[src/spd_pkg.sv]
// Shared constants for the serial diagnosis and control slave
package spd_pkg;
    // Frame geometry
    localparam int FRAME_BITS = 8;
    localparam int CNT_W = 3;
    localparam logic [2:0] CNT_LAST = 3'h7;
    localparam logic [2:0] CNT_ZERO = 3'h0;
    // Address field of a frame
    localparam int ADDR_HI = 7;
    localparam int ADDR_LO = 5;
    localparam logic [2:0] DIAG_CTRL_ADDR = 3'h7;
    // Diagnosis control field positions
    localparam int DIAG_BYPASS_BIT = 3;
    localparam int SEL_HI = 2;
    localparam int SEL_LO = 0;
    // Sense select codes
    localparam logic [2:0] SEL_LAST_CHANNEL = 3'h5;
    localparam logic [2:0] SEL_SENSE_OFF = 3'h6;
    localparam logic [2:0] SEL_STANDBY = 3'h7;
    localparam logic [2:0] SENSE_SELECT_RST = 3'h7;
    // Standard diagnosis word layout
    localparam int STD_ZERO_BIT = 7;
    localparam int STD_HSI_BIT = 6;
    localparam int CHANNELS = 6;
    // Reset values
    localparam logic TER_RST = 1'b0;
    localparam logic READBACK_RST = 1'b0;
    localparam logic [7:0] WORD_RST = 8'h00;
    // Synchroniser vector: cs, sclk, si, out state, errors, hsi, bypass
    localparam int ASYNC_W = 17;
    localparam int IX_CS = 16;
    localparam int IX_SCLK = 15;
    localparam int IX_SI = 14;
    localparam int IX_OUT_HI = 13;
    localparam int IX_OUT_LO = 8;
    localparam int IX_ERR_HI = 7;
    localparam int IX_ERR_LO = 2;
    localparam int IX_HSI = 1;
    localparam int IX_BYPASS = 0;
    localparam logic [16:0] SYNC_RST = 17'h1_0000;
    // Two-entry buffer
    localparam int BUF_W = 8;
    localparam logic [1:0] BUF_FULL = 2'h2;
    localparam logic [1:0] BUF_EMPTY = 2'h0;
    // Access phases, Gray along idle -> lead -> shift
    typedef enum logic [1:0] {
        SPD_IDLE = 2'b00,
        SPD_LEAD = 2'b01,
        SPD_SHIFT = 2'b11
    } spd_phase_t;
endpackage

[src/spd_stream_if.sv]
// Valid/ready word carrier between the slave and its buffer
`timescale 1ns/1ps
interface spd_stream_if #(parameter int W = 8);
    logic valid;
    logic ready;
    logic [W-1:0] data;
    modport src (output valid, output data, input ready);
    modport snk (input valid, input data, output ready);
endinterface

[src/spd_spi_slave.sv]
// Serial slave with frame check, diagnosis control and standard diagnosis
//
// Operation
// - Chip select high: ignore clock, input; output off
// - Select fall starts access, select rise ends
// - Sample input on clock fall, update output on rise
// - Most significant bit first; control then data
// - Select fall loads requested response into shifter
// - Before first clock rise, output error OR input
// - Decode only after nonzero multiple of eight clocks
// - Bad count sets error flag, discards command
// - Good frame copies shifter into addressed register
// - Eight-bit shifter passes data down the chain
// - Control frame: top ones, selection, bypass readback
// - Channel on: codes zero-five route sense, six off
// - Channel off: sense off; code seven is standby
// - Bypass bit reflects threshold, invalid in standby
`timescale 1ns/1ps
module spd_spi_slave
    import spd_pkg::*;
(
    // Clock and reset
    input wire logic ref_clk_in,
    input wire logic reset_n_in,
    // Serial pins
    input wire logic cs_n_in,
    input wire logic sclk_in,
    input wire logic si_in,
    output logic so_out,
    output logic so_oe_out,
    // Power stage status
    input wire logic [5:0] channel_output_state_in,
    input wire logic [5:0] channel_error_flag_in,
    input wire logic high_side_indication_in,
    input wire logic bypass_monitor_in,
    // Current sense routing
    output logic sense_route_en_out,
    output logic [2:0] sense_channel_out,
    output logic standby_out,
    // Accepted frames towards the command registers
    output logic [7:0] frame_data_out,
    output logic frame_valid_out,
    input wire logic frame_ready_in,
    // Status
    output logic transfer_error_flag_out
);
    // Only the system clock runs logic here; the serial clock is just
    // another sampled pin, so there is a single clock domain.

    // Frame address field check
    function automatic logic is_diag_ctrl(input logic [7:0] word);
        is_diag_ctrl = (word[ADDR_HI:ADDR_LO] == DIAG_CTRL_ADDR);
    endfunction

    // Next value of the modulo-8 bit counter
    function automatic logic [2:0] cnt_inc(input logic [2:0] cnt);
        cnt_inc = cnt + 3'h1;
    endfunction

    // Control readback word; unused bit 4 reads zero
    function automatic logic [7:0] ctrl_word(input logic bypass, input logic [2:0] sel);
        ctrl_word = {DIAG_CTRL_ADDR, 1'b0, bypass, sel};
    endfunction

    // Sense is routed only for a channel code whose output is on
    function automatic logic sense_routed(input logic [2:0] sel, input logic [5:0] on_state);
        if (sel <= SEL_LAST_CHANNEL) begin
            sense_routed = on_state[sel];
        end else begin
            sense_routed = 1'b0;
        end
    endfunction

    // Synchronisers
    // Pins are seen three clocks late: two stages plus the edge compare
    // Trade-off: plain sampling limits the link clock to a few MHz
    // All pins share one delay, so data and clock keep their order
    logic [ASYNC_W-1:0] meta_reg;
    logic [ASYNC_W-1:0] sync_reg;
    logic cs_prev_reg;
    logic sclk_prev_reg;

    // Access state
    // Lead phase: from select fall to the first clock rise
    // Shift phase: until select rises again
    spd_phase_t phase_reg;
    spd_phase_t phase_next;
    logic [7:0] shift_reg;
    logic [2:0] count_reg;
    logic seen8_reg;
    logic transfer_error_flag_reg;
    logic transfer_error_flag_next;
    logic so_reg;
    logic so_oe_reg;

    // Register file
    // Selection resets to standby, so no sense is routed at power up
    // Readback choice decides which word the next access returns
    logic [2:0] sense_select_reg;
    logic readback_select_reg;
    logic sense_route_en_reg;
    logic [2:0] sense_channel_reg;
    logic standby_reg;

    // Carriers to and from the buffer
    // Two entries let the consumer stall for one whole access
    spd_stream_if #(.W(BUF_W)) rx_if ();
    spd_stream_if #(.W(BUF_W)) out_if ();

    // Synchronised views; the first stage is read only by the second
    wire cs_n_s = sync_reg[IX_CS];
    wire sclk_s = sync_reg[IX_SCLK];
    wire si_s = sync_reg[IX_SI];
    wire [5:0] out_state_s = sync_reg[IX_OUT_HI:IX_OUT_LO];
    wire [5:0] chan_err_s = sync_reg[IX_ERR_HI:IX_ERR_LO];
    wire hsi_s = sync_reg[IX_HSI];
    wire bypass_s = sync_reg[IX_BYPASS];

    // Pin edges; clock and data only count while selected
    // Selected needs two low samples, so a select glitch passes no clock or data edge
    wire cs_fall = cs_prev_reg & ~cs_n_s;
    wire cs_rise = ~cs_prev_reg & cs_n_s;
    wire selected = ~cs_n_s & ~cs_prev_reg;
    wire sclk_fall = selected & sclk_prev_reg & ~sclk_s;
    wire sclk_rise = selected & ~sclk_prev_reg & sclk_s;

    // Frame check at the end of access
    // Counter wraps every eight clocks; seen8 rules out an empty frame
    // A frame meeting a full buffer is refused rather than overwriting
    wire frame_ok = cs_rise & seen8_reg & (count_reg == CNT_ZERO);
    wire accept = frame_ok & rx_if.ready;
    wire [7:0] rx_word = shift_reg;
    wire ctrl_frame = is_diag_ctrl(rx_word);
    wire ctrl_write = accept & ctrl_frame & ~rx_word[DIAG_BYPASS_BIT];

    // Standby makes the bypass readback meaningless, so report zero
    // Limitation: a master cannot tell zero from invalid in standby
    wire standby_now = (sense_select_reg == SEL_STANDBY);
    wire bypass_bit = bypass_s & ~standby_now;

    // Response words
    // Chosen at select fall, so later status shows in the next access
    // Nothing here waits on the link clock, only on synchronised levels
    wire [7:0] diag_ctrl_word = ctrl_word(bypass_bit, sense_select_reg);
    wire [7:0] std_diag_word = {1'b0, hsi_s, chan_err_s};
    wire [7:0] resp_word = readback_select_reg ? diag_ctrl_word : std_diag_word;

    // Sense routing decode from selection and channel state
    // Code six and standby never route, whatever the channel does
    wire route_next = sense_routed(sense_select_reg, out_state_s);

    // Buffer hookup; a full buffer rejects the frame as a bad transfer
    // Valid may rise while full; a push needs ready as well
    assign rx_if.valid = frame_ok;
    assign rx_if.data = rx_word;
    assign out_if.ready = frame_ready_in;
    assign frame_data_out = out_if.data;
    assign frame_valid_out = out_if.valid;

    // Two flip-flops on every asynchronous input
    // Status pins are slow independent levels; a bit caught mid-change
    // only moves its report to the next access
    always_ff @(posedge ref_clk_in or negedge reset_n_in) begin
        if (!reset_n_in) begin
            meta_reg <= SYNC_RST;
            sync_reg <= SYNC_RST;
        end else begin
            meta_reg <= {cs_n_in, sclk_in, si_in, channel_output_state_in,
                         channel_error_flag_in, high_side_indication_in,
                         bypass_monitor_in};
            sync_reg <= meta_reg;
        end
    end

    // Previous levels for edge detection
    // Reset values equal the idle pin levels, so no false edge follows
    always_ff @(posedge ref_clk_in or negedge reset_n_in) begin
        if (!reset_n_in) begin
            cs_prev_reg <= 1'b1;
            sclk_prev_reg <= 1'b0;
        end else begin
            cs_prev_reg <= cs_n_s;
            sclk_prev_reg <= sclk_s;
        end
    end

    // Access phase sequencing
    // A select rise in any phase ends the access; clock edges outside
    // an access never reach this logic
    always_comb begin
        phase_next = phase_reg;
        case (phase_reg)
            SPD_IDLE: begin
                if (cs_fall) begin
                    phase_next = SPD_LEAD;
                end
            end
            SPD_LEAD: begin
                if (cs_rise) begin
                    phase_next = SPD_IDLE;
                end else if (sclk_rise) begin
                    phase_next = SPD_SHIFT;
                end
            end
            SPD_SHIFT: begin
                if (cs_rise) begin
                    phase_next = SPD_IDLE;
                end
            end
            default: begin
                phase_next = SPD_IDLE;
            end
        endcase
    end

    // Phase register
    always_ff @(posedge ref_clk_in or negedge reset_n_in) begin
        if (!reset_n_in) begin
            phase_reg <= SPD_IDLE;
        end else begin
            phase_reg <= phase_next;
        end
    end

    // Shifter: load on select fall, MSB out, input in at the bottom
    // After eight clocks the old bits have left through the output,
    // which lets a chain of devices share one select
    always_ff @(posedge ref_clk_in or negedge reset_n_in) begin
        if (!reset_n_in) begin
            shift_reg <= WORD_RST;
        end else if (cs_fall) begin
            shift_reg <= resp_word;
        end else if (sclk_fall) begin
            shift_reg <= {shift_reg[6:0], si_s};
        end
    end

    // Modulo-8 clock counter plus a flag for at least one full byte
    // Only falling clock edges count, matching the sampling edge
    always_ff @(posedge ref_clk_in or negedge reset_n_in) begin
        if (!reset_n_in) begin
            count_reg <= CNT_ZERO;
            seen8_reg <= 1'b0;
        end else if (cs_fall) begin
            count_reg <= CNT_ZERO;
            seen8_reg <= 1'b0;
        end else if (sclk_fall) begin
            count_reg <= cnt_inc(count_reg);
            seen8_reg <= seen8_reg | (count_reg == CNT_LAST);
        end
    end

    // Error flag: a refused frame sets it, a good one clears it
    // Set and clear both happen on a select rise, never together
    // The flag stays set across any number of refused frames
    always_comb begin
        transfer_error_flag_next = transfer_error_flag_reg;
        if (cs_rise) begin
            if (accept) begin
                transfer_error_flag_next = 1'b0;
            end else begin
                transfer_error_flag_next = 1'b1;
            end
        end
    end

    // Error flag register
    always_ff @(posedge ref_clk_in or negedge reset_n_in) begin
        if (!reset_n_in) begin
            transfer_error_flag_reg <= TER_RST;
        end else begin
            transfer_error_flag_reg <= transfer_error_flag_next;
        end
    end

    // Serial output: error OR input in lead phase, then shifter MSB
    // In lead phase the output follows the input every cycle, so an
    // upstream error reaches the master through the whole chain
    // Driven low when released; the enable marks it invalid anyway
    always_ff @(posedge ref_clk_in or negedge reset_n_in) begin
        if (!reset_n_in) begin
            so_reg <= 1'b0;
            so_oe_reg <= 1'b0;
        end else begin
            so_oe_reg <= (phase_next != SPD_IDLE);
            if (phase_next == SPD_LEAD) begin
                so_reg <= transfer_error_flag_reg | si_s;
            end else if (sclk_rise) begin
                so_reg <= shift_reg[7];
            end else if (phase_next == SPD_IDLE) begin
                so_reg <= 1'b0;
            end
        end
    end

    // Addressed registers update only on an accepted frame
    // A read-only control frame keeps the selection but still asks
    // for the control word in the next access
    always_ff @(posedge ref_clk_in or negedge reset_n_in) begin
        if (!reset_n_in) begin
            sense_select_reg <= SENSE_SELECT_RST;
            readback_select_reg <= READBACK_RST;
        end else begin
            if (ctrl_write) begin
                sense_select_reg <= rx_word[SEL_HI:SEL_LO];
            end
            if (accept) begin
                readback_select_reg <= ctrl_frame;
            end
        end
    end

    // Registered sense routing; standby and code six keep it off
    // One clock behind the selection; the analog side settles far
    // slower, so the extra cycle costs nothing
    always_ff @(posedge ref_clk_in or negedge reset_n_in) begin
        if (!reset_n_in) begin
            sense_route_en_reg <= 1'b0;
            sense_channel_reg <= SEL_SENSE_OFF;
            standby_reg <= 1'b1;
        end else begin
            sense_route_en_reg <= route_next;
            sense_channel_reg <= sense_select_reg;
            standby_reg <= standby_now;
        end
    end

    // Accepted frames wait here if the consumer stalls
    // The consumer sees frames in arrival order, oldest first
    spd_buf u_buf (
        .ref_clk_in(ref_clk_in),
        .reset_n_in(reset_n_in),
        .fill(rx_if.snk),
        .drain(out_if.src)
    );

    // Outputs
    // All outputs come from flip-flops or buffer storage
    assign so_out = so_reg;
    assign so_oe_out = so_oe_reg;
    assign sense_route_en_out = sense_route_en_reg;
    assign sense_channel_out = sense_channel_reg;
    assign standby_out = standby_reg;
    assign transfer_error_flag_out = transfer_error_flag_reg;
endmodule

[src/spd_buf.sv]
// Two-entry buffer for accepted frames
`timescale 1ns/1ps
module spd_buf
    import spd_pkg::*;
(
    // Clock and reset
    input wire logic ref_clk_in,
    input wire logic reset_n_in,
    // Filling and draining sides
    spd_stream_if.snk fill,
    spd_stream_if.src drain
);
    logic [BUF_W-1:0] mem_reg [2];
    logic wr_ptr_reg;
    logic rd_ptr_reg;
    logic [1:0] count_reg;
    logic [1:0] count_next;
    wire push = fill.valid & fill.ready;
    wire pop = drain.valid & drain.ready;

    // Full and empty straight from the occupancy count
    assign fill.ready = (count_reg != BUF_FULL);
    assign drain.valid = (count_reg != BUF_EMPTY);
    assign drain.data = mem_reg[rd_ptr_reg];
    assign count_next = count_reg + {1'b0, push} - {1'b0, pop};

    // Storage needs no reset; valid gates it
    always_ff @(posedge ref_clk_in) begin
        if (push) begin
            mem_reg[wr_ptr_reg] <= fill.data;
        end
    end

    // Pointers and occupancy
    always_ff @(posedge ref_clk_in or negedge reset_n_in) begin
        if (!reset_n_in) begin
            wr_ptr_reg <= 1'b0;
            rd_ptr_reg <= 1'b0;
            count_reg <= BUF_EMPTY;
        end else begin
            wr_ptr_reg <= wr_ptr_reg ^ push;
            rd_ptr_reg <= rd_ptr_reg ^ pop;
            count_reg <= count_next;
        end
    end
endmodule

[config.mk]
export PLATFORM = sky130hd
export DESIGN_NAME = spd_spi_slave
export DESIGN_NICKNAME = d
export VERILOG_FILES = /design/src/spd_pkg.sv /design/src/spd_stream_if.sv /design/src/spd_spi_slave.sv /design/src/spd_buf.sv
export SDC_FILE = /design/constraint.sdc
export NUM_CORES = 1
export LEC_CHECK = 0
export BUFFER_PORTS_ARGS = -buffer_cell sky130_fd_sc_hd__clkbuf_2
export CORE_MARGIN = 3
export CORE_UTILIZATION = 51
export DETAILED_ROUTE_END_ITERATION = 12
export PLACE_DENSITY_LB_ADDON = 0.1
export SLEW_MARGIN = 20
export SYNTH_ARGS = -nofsm -noshare
export SYNTH_HDL_FRONTEND = slang
export SYNTH_SLANG_ARGS = --single-unit
[constraint.sdc]
create_clock -name ref_clk_in -period 1.7 [get_ports ref_clk_in]
set_input_delay 0.085 -clock ref_clk_in [delete_from_list [all_inputs] [get_ports ref_clk_in]]
set_output_delay 0.085 -clock ref_clk_in [all_outputs]
set_load 0.01 [all_outputs]
==> reports/qor.yml, run 1 <==
post-route-cell-area_mm2: 0.00367
reg2reg_depth: 7
crit_path_max_incr_delay_ns: 0.38
r2r-start: "u_buf.count_reg[1]"
hold_violations: 0
gr-usage-met1: 0.183
period_needed_ns: 1.69
grt_pass1_wl_um: 7420
ys_warn_count: 0
post-cts-setup-buffer-count: 0
die_h_um: 82.1
die-area_mm2: 0.00675
wl_per_cell_um: 13.1
async_reset_ff_frac: 0.805
grt_pass1_vias: 1643
slew_violations: 0
htree_levels: 3
cts_tree: "built"
path_clk_slew_ns: 0.08
netlist_top_cells_area: "dfrtp_1, edfxtp_1, dfstp_2, mux2_2, ha_1"
hold_class: "in -> reg"
syn-instance-count: 194
setup_violations: 0
fp.dieW_um: 82.1
final_cells: 339
hpwl_um: 2960
crit_slowest_cell: "dfrtp_1"
p_sw_frac: 0.252
worst_ep_required_time_ns: 1.93
outcome: "finished clean"
combPwrFrac: 0.133
busiest_layer: "met2"
place_area_mm2: 0.00327
regToRegEndpoint: "u_buf.count_reg[1]"
worst_pin_slew_ns: 0.516
worstPathCellList: "or2_4 > and2_1 > ha_1 > inv_1 > ha_1 > xnor2_2 > xnor2_1"
crit_type: "reg -> reg"
power_leakage_nw: 1.63
grt_max_degree: 67
finalCritPeriodShare: 0.995
synth-edff-count: 16
worst_path_most_repeated_cell: "ha_1"
syn_nets: 221
viasPerCell: 4.99
met2_usage: 0.243
cp-end-kind: "flip-flop"
cp_top_family: "adder cells"
gr-usage-all-layers: 0.153
cts_root_buffer: "clkbuf_8"
hold_start: "frame_ready_in"
synth_top_area_frac: 0.482
synth.avg_cell_area_um2: 15.2
r2r_slack_ns: 0.009
synthFlopType: "dfrtp_1"
cp_max_fo: 2
pre_cts_ws_ns: -0.0322
arrival_ns: 1.92
crit_buf_inv: 1
final.setup.worst_slack_ns: 0.00887
grt_setup_unrepaired: "yes"
final_cell_mix: "dfrtp_1, clkbuf_2, dlygate4sd3_1"
syn-cell-area_mm2: 0.00296
floorplan.core_area_mm2: 0.00557
intPower_mw: 3.04
holdPathStages: 3
maxCapViolations: 0
start_util: 0.530
pwr_density_cell_mw_per_mm2: 1110
fmax_mhz: 591
overflow: 0
yosysSeqAreaShare: 0.725
final_core_util: 0.658
fillers: 419
start_kind: "flip-flop"
hold_end: "u_buf.rd_ptr_reg"
gp_congestion: 0.742
timing.hold.ws_ns: 0.0592
cts_buffers: 9
n_antenna_cell: 0
yosys_register_bits: 82
p_seq_frac: 0.558
io_pins: 37
drt_first_iter_violations: 48
yosysTopAreaCell: "dfrtp_1"
clock-sinks: 82
switching_power_mw: 1.02
grtUsageMet3: 0.0672
num_vias: 1691
insertion_delay_ns: 0.34
slew_headroom: 0.656
clock_path_buffers: 2
vdd_drop_max_mv: 0.774
routed_wl_um: 4440
area_growth_pct: 24.0
drtPass1Iterations: 5
synth_cell_types: 42
ant_nets: 0
p_clk_frac: 0.309
place_inst: 305
port-buffer-count: 36
layout_commonest_cell: "dfrtp_1"
drive_above_1_share: 0.360
antenna_found_initial: 0
rows: 27
nNetsFinal: 289
drc: 0
finClkSkew_ns: 0.00641
-- layer usage --
layer | vias to the layer above | share of wire
li1 | 820 | -
met1 | 812 | 0.43
met2 | 50 | 0.50
met3 | 9 | 0.054
met4 | 0 | 0.020
met5 | - | 0
-- final cells by class --
cell class	instances	area [um^2]	share of cell area
clock buffer	10	138	0.0375
sequential	82	2140	0.584
inverter	9	33.8	0.00921
clock inverter	6	48.8	0.0133
tap	72	90.1	0.0246
multi-input combinational	97	769	0.210
timing repair buffer	63	444	0.121
-- through the flow --
step | power, mW | TNS (ns)
floorplan | 2.60 | 0
finish | 4.06 | 0
CTS | 4.12 | 0
global route | 4.28 | -0.174
global placement | 2.78 | 0
detailed placement | 2.81 | -0.256
-- logic make-up after synthesis --
logic type	count (synthesis)	synth area share
fa+ha+maj	7	0.0296
simple gates	52	0.0999
buf+inv	15	0.0250
flops	82	0.725
xor+xnor	3	0.00889
mux	15	0.0605
compound gates	20	0.0512
-- worst min-delay path, stage by stage --
cell and delay [ns]:
clkbuf_2 0.07, and2_1 0.14, xor2_1 0.07
-- Yosys cell counts (2+ instances only) --
cell and n:
a211oi_1 3, a31oi_1 5, and2_1 2, and3_1 2
buf_2 2, buf_6 2, clkbuf_1 2, dfrtp_1 57
dfstp_2 9, edfxtp_1 16, ha_1 7, inv_1 9
mux2_2 13, nand2_1 16, nand2b_1 3, nand3_1 5
nor2_1 5, nor2b_1 6, nor3_1 2, nor3b_1 2
o21ai_0 2, o32ai_1 2, or3_1 2, xnor2_1 2
-- worst max-delay path by stage --
| stage | cells after the start | start | to | slack [ns] |
|---|---|---|---|---|
| final | 7 | u_buf.count_reg[1] | u_buf.count_reg[1] | 0.009 |
| after global routing | 7 | u_buf.count_reg[1] | u_buf.count_reg[1] | -0.07 |
| after CTS | 7 | u_buf.count_reg[1] | u_buf.count_reg[1] | 0.009 |
| after detailed placement | 6 | count_reg[1] | u_buf.mem_reg[1][0] | -0.03 |
| after global placement | 6 | count_reg[1] | u_buf.mem_reg[1][0] | 0.02 |
| after floorplan | 4 | sync_reg[16] | u_buf.mem_reg[0][0] | 0.03 |
-- what timing repair did --
| item | in CTS | in global routing |
|---|---|---|
| setup endpoints to repair | 8 | 17 |
| hold buffers | 18 | 0 |
| gates cloned | 0 | 0 |
| gates resized for setup | 1 | 7 |
| hold endpoints to repair | 74 | 0 |
-- power groups by stage --
stage	sequential (mW)	combinational (mW)	clock [mW]
final	2.26	0.540	1.26
after global routing	2.29	0.604	1.38
after CTS	2.27	0.537	1.31
after detailed placement	2.31	0.502	0
after global placement	2.29	0.488	0
after floorplan	2.25	0.344	0
No activity file was read; power rests on OpenSTA's default activity.
==> inputs of run 2 (changes only) <==
--- a/config.mk
+++ b/config.mk
@@ -6,8 +6,11 @@
 export NUM_CORES = 1
 export LEC_CHECK = 0
 export BUFFER_PORTS_ARGS = -buffer_cell sky130_fd_sc_hd__clkbuf_2
+export CELL_PAD_IN_SITES_DETAIL_PLACEMENT = 2
+export CELL_PAD_IN_SITES_GLOBAL_PLACEMENT = 2
 export CORE_MARGIN = 3
-export CORE_UTILIZATION = 51
+export CORE_UTILIZATION = 36
+export CTS_CLUSTER_SIZE = 10
 export DETAILED_ROUTE_END_ITERATION = 12
 export PLACE_DENSITY_LB_ADDON = 0.1
 export SLEW_MARGIN = 20
==> reports/qor.yml, run 2 (synthesized netlist as in run 1, its figures left out) <==
cts_root_buffer: "clkbuf_8"  # unchanged
path_clk_slew_ns: 0.08  # about the same
wl_per_cell_um: 17.0  # was 13.1 um
pwr_density_cell_mw_per_mm2: 1160  # was 1110 mW/mm^2
grt_pass1_vias: 2142  # was 1,643
period_needed_ns: 1.66  # was 1.69 ns
crit_type: "reg -> reg"  # unchanged
fp.dieW_um: 96.6  # was 82.1 um
cts_buffers: 9  # unchanged
nNetsFinal: 291  # was 289
antenna_found_initial: 0  # unchanged
place_area_mm2: 0.00331  # was 0.00327 mm^2
p_sw_frac: 0.260  # was 0.252
grt_setup_unrepaired: "yes"  # unchanged
start_kind: "flip-flop"  # unchanged
maxCapViolations: 0  # unchanged
cts_tree: "built"  # unchanged
finClkSkew_ns: 0.00999  # was 0.00641 ns
final_cells: 371  # was 339
gr-usage-all-layers: 0.148  # was 0.153
port-buffer-count: 36  # unchanged
worst_pin_slew_ns: 0.451  # was 0.516 ns
drtPass1Iterations: 4  # was 5
io_pins: 37  # unchanged
grt_max_degree: 67  # unchanged
start_util: 0.377  # was 0.530
finalPower_mw: 4.40  # was 4.06 mW
clock_path_buffers: 2  # unchanged
combPwrFrac: 0.130  # was 0.133
drive_above_1_share: 0.375  # was 0.360
cp_max_fo: 2  # unchanged
drc: 0  # unchanged
place_inst: 336  # was 305
setup_tns_ns: 0  # unchanged
setup_violations: 0  # unchanged
worst_ep_required_time_ns: 1.96  # was 1.93 ns
layout_commonest_cell: "dfrtp_1"  # unchanged
r2r-start: "u_buf.count_reg[1]"  # unchanged
drt_first_iter_violations: 49  # was 48
hold_violations: 0  # unchanged
floorplan.core_area_mm2: 0.00785  # was 0.00557 mm^2
final.setup.worst_slack_ns: 0.0376  # was 0.00887 ns
slew_headroom: 0.695  # was 0.656
startpoint: "u_buf.count_reg[1]"  # unchanged
die-area_mm2: 0.00934  # was 0.00675 mm^2
grt_pass1_wl_um: 10900  # was 7420 um
routed_wl_um: 6310  # was 4440 um
pre_cts_ws_ns: -0.0305  # was -0.0322 ns
intPower_mw: 3.26  # was 3.04 mW
hold_class: "in -> reg"  # unchanged
rows: 32  # was 27
regToRegEndpoint: "u_buf.count_reg[1]"  # unchanged
outcome: "finished clean"  # unchanged
cp-end-kind: "flip-flop"  # unchanged
switching_power_mw: 1.14  # was 1.02 mW
p_clk_frac: 0.352  # was 0.309
fmax_mhz: 602  # was 591 MHz
htree_levels: 3  # unchanged
finalCritPeriodShare: 0.978  # was 0.995
power_leakage_nw: 1.66  # was 1.63 nW
n_antenna_cell: 0  # unchanged
gp_congestion: 0.723  # was 0.742
endpoint: "u_buf.count_reg[1]"  # unchanged
area_growth_pct: 27.9  # was 24.0%
vdd_drop_max_mv: 0.554  # was 0.774 mV
insertion_delay_ns: 0.35  # was 0.34 ns
final_cell_mix: "dfrtp_1, clkbuf_2, dlygate4sd3_1"  # unchanged
die_h_um: 96.6  # was 82.1 um
slew_violations: 0  # unchanged
ant_nets: 0  # unchanged
post-route-cell-area_mm2: 0.00378  # was 0.00367 mm^2
p_seq_frac: 0.518  # was 0.558
num_vias: 1773  # was 1,691
viasPerCell: 4.78  # was 4.99
r2r_slack_ns: 0.04  # was 0.009 ns
overflow: 0  # unchanged
hpwl_um: 4180  # was 2960 um
final_core_util: 0.482  # was 0.658
reg2reg_depth: 7  # unchanged
timing.hold.ws_ns: 0.0452  # was 0.0592 ns
arrival_ns: 1.92  # about the same
clock-sinks: 82  # unchanged
run 2: cell count changes in the layout (fill, tap and decap cells not counted), sizes merged:
cell,delta
bufinv,+1
clkinv,-2
inv,+1
buf,+2
run 2: how the worst min path moves through the flow:
stage          cells past startpoint           start                    to  slack (ns)
2_1_floorplan                      0      reset_n_in          count_reg[0]       -0.21
3_3_place_gp                       2      reset_n_in  sense_channel_out[0]        0.12
3_5_place_dp                       2      reset_n_in  sense_channel_out[0]        0.14
4_1_cts                            3  frame_ready_in      u_buf.rd_ptr_reg        0.03
5_1_grt                            3  frame_ready_in      u_buf.rd_ptr_reg        0.05
6_report                           3  frame_ready_in      u_buf.rd_ptr_reg        0.05
run 2: metal layers:
metal,track usage,vias to the layer above,share of wire
met3,0.0353,11,0.038
met1,0.174,903,0.42
li1,-,821,-
met5,0,-,0
met4,0.0659,0,0.019
met2,0.256,38,0.53
run 2: repair_timing:
action                                  CTS  global route
pin swaps                                 2             3
resized for setup                         6             9
gates cloned                              0             0
endpoints found under the setup margin   17            19
hold endpoints to repair                 74             0
hold buffers                             18             0
setup buffers                             0             2
run 2: worst max-delay path: stages, from the launching register on:
cell,delay [ns]
dfrtp_1,0.38
or2_4,0.25
and2_4,0.16
ha_1,0.27
inv_1,0.04
ha_2,0.17
xnor2_2,0.13
xnor2_1,0.17
run 2: area by class of cell:
cell class / count / area, um^2
Clock inverter: 6 / 76.3
Tap cell: 102 / 128
Multi-Input combinational cell: 97 / 787
Clock buffer: 10 / 149
Inverter: 9 / 36.3
Sequential cell: 82 / 2140
Fill cell: 757 / 4070
Timing Repair Buffer: 65 / 463
run 2: power groups by stage:
stage,clock network [mW],registers (mW),logic (mW)
global route,1.68,2.31,0.644
floorplan,0,2.25,0.344
finish,1.55,2.28,0.571
global placement,0,2.30,0.493
CTS,1.59,2.29,0.568
detailed placement,0,2.32,0.522
==> inputs of run 3 (changes only) <==
--- a/config.mk
+++ b/config.mk
@@ -12,6 +12,7 @@
 export CORE_UTILIZATION = 36
 export CTS_CLUSTER_SIZE = 10
 export DETAILED_ROUTE_END_ITERATION = 12
+export MAX_ROUTING_LAYER = met4
 export PLACE_DENSITY_LB_ADDON = 0.1
 export SLEW_MARGIN = 20
 export SYNTH_ARGS = -nofsm -noshare
==> reports/qor.yml, run 3 (synthesized netlist as in run 1, its figures left out) <==
crit_buf_inv: 1  # unchanged
grt_setup_unrepaired: "yes"  # unchanged
met2_usage: 0.256  # unchanged
floorplan.core_area_mm2: 0.00785  # unchanged
period_needed_ns: 1.66  # about the same
worst_ep_required_time_ns: 1.95  # was 1.96 ns
fillers: 757  # unchanged
hold_class: "in -> reg"  # unchanged
worstPathCellList: "or2_4 > and2_4 > ha_1 > inv_1 > ha_2 > xnor2_2 > xnor2_1"  # unchanged
layout_commonest_cell: "dfrtp_1"  # unchanged
die_h_um: 96.6  # unchanged
slew_violations: 0  # unchanged
port-buffer-count: 36  # unchanged
routed_wl_um: 6290  # was 6310 um
gp_congestion: 0.731  # was 0.723
cts_root_buffer: "clkbuf_8"  # unchanged
gr-usage-met1: 0.176  # was 0.174
timing.hold.ws_ns: 0.0522  # was 0.0452 ns
setup_violations: 0  # unchanged
final_cells: 371  # unchanged
grt_pass1_wl_um: 10900  # about the same
pwr_density_cell_mw_per_mm2: 1160  # about the same
multi_input_area_um2: 787  # unchanged
fp.dieW_um: 96.6  # unchanged
area_growth_pct: 27.9  # unchanged
start_kind: "flip-flop"  # unchanged
hpwl_um: 4180  # unchanged
start_util: 0.377  # unchanged
fmax_mhz: 602  # about the same
finalPower_mw: 4.39  # was 4.40 mW
path_clk_slew_ns: 0.08  # about the same
finalCritPeriodShare: 0.978  # about the same
crit_type: "reg -> reg"  # unchanged
insertion_delay_ns: 0.34  # was 0.35 ns
die-area_mm2: 0.00934  # unchanged
grt_pass1_vias: 2127  # was 2,142
n_antenna_cell: 0  # unchanged
cts_buffers: 9  # unchanged
io_pins: 37  # unchanged
htree_levels: 3  # unchanged
cp_top_family: "adder cells"  # unchanged
vdd_drop_max_mv: 0.555  # was 0.554 mV
gr-usage-all-layers: 0.153  # was 0.148
drive_above_1_share: 0.375  # unchanged
drtPass1Iterations: 3  # was 4
final_cell_mix: "dfrtp_1, clkbuf_2, dlygate4sd3_1"  # unchanged
slew_headroom: 0.692  # was 0.695
num_vias: 1764  # was 1,773
busiest_layer: "met2"  # unchanged
clock-sinks: 82  # unchanged
outcome: "finished clean"  # unchanged
nNetsFinal: 291  # unchanged
arrival_ns: 1.92  # about the same
maxCapViolations: 0  # unchanged
finClkSkew_ns: 0.00955  # was 0.00999 ns
crit_path_max_incr_delay_ns: 0.38  # about the same
viasPerCell: 4.75  # was 4.78
worst_pin_slew_ns: 0.456  # was 0.451 ns
ant_nets: 0  # unchanged
grt_max_degree: 67  # unchanged
clock_path_buffers: 2  # unchanged
antenna_found_initial: 0  # unchanged
cp_max_fo: 2  # unchanged
overflow: 0  # unchanged
power_leakage_nw: 1.66  # unchanged
regArea_mm2: 0.00214  # unchanged
cp-end-kind: "flip-flop"  # unchanged
place_inst: 336  # unchanged
rows: 32  # unchanged
hold_violations: 0  # unchanged
drc: 0  # unchanged
wl_per_cell_um: 17.0  # about the same
drt_first_iter_violations: 84  # was 49
grtUsageMet3: 0.0447  # was 0.0353
cts_tree: "built"  # unchanged
crit_slowest_cell: "dfrtp_1"  # unchanged
-- run 3: cell counts in the layout (fill, tap and decap cells not counted) --
Identical to the previous run, type by type.
-- run 3: what timing repair did --
item | 4_1_cts | 5_1_grt
endpoints found under the setup margin | 17 | 19
resized for setup | 6 | 9
hold buffers | 18 | 0
pin swaps | 2 | 3
endpoints found under the hold margin | 74 | 0
setup buffers | 0 | 2
-- run 3: worst paths after layout --
path | startpoint | end | slack (ns) | cells after the start
max | u_buf.count_reg[1] | u_buf.count_reg[1] | 0.04 | 7
min | frame_ready_in | u_buf.rd_ptr_reg | 0.05 | 3
max in group asynchronous | reset_n_in | cs_prev_reg | 1.06 | 3
min in group asynchronous | reset_n_in | sense_route_en_out | 0.28 | 3
max reg2reg | u_buf.count_reg[1] | u_buf.count_reg[1] | 0.04 | 7
min reg2reg | meta_reg[14] | sync_reg[14] | 0.36 | 0
-- run 3: worst reg2reg max path, cell delays in order, from the launching register on --
cell	delay, ns
dfrtp_1	0.38
or2_4	0.25
and2_4	0.16
ha_1	0.27
inv_1	0.04
ha_2	0.17
xnor2_2	0.13
xnor2_1	0.17
-- run 3: final cells by class --
| type | count | area share |
|---|---|---|
| clock buffers | 10 | 0.0394 |
| clock inverters | 6 | 0.0202 |
| repair buffers | 65 | 0.122 |
| multi-input cells | 97 | 0.208 |
| inverters | 9 | 0.00959 |
| well taps | 102 | 0.0337 |
| flip-flops and latches | 82 | 0.567 |
-- run 3: metrics by stage --
stage               instance area (um^2)  setup WS (ns)  TNS (ns)   util
finish                              3780         0.0376         0  0.482
global route                        3780        -0.0632    -0.447  0.482
CTS                                 3730         0.0109         0  0.476
detailed placement                  3310        -0.0305    -0.408  0.422
global placement                    3310         0.0740         0  0.422
floorplan                           2960         0.0282         0      -
-- run 3: where the power goes --
group / total [mW] / internal (mW) / switching, mW
Clock: 1.54 / 0.797 / 0.747
Combinational: 0.571 / 0.314 / 0.257
Sequential: 2.28 / 2.15 / 0.133
-- run 3: routing by layer --
metal  wire (um)  vias up
met5           0        -
li1            -      821
met1        2620      907
met2        3420       32
met3         205        4
met4          47        0
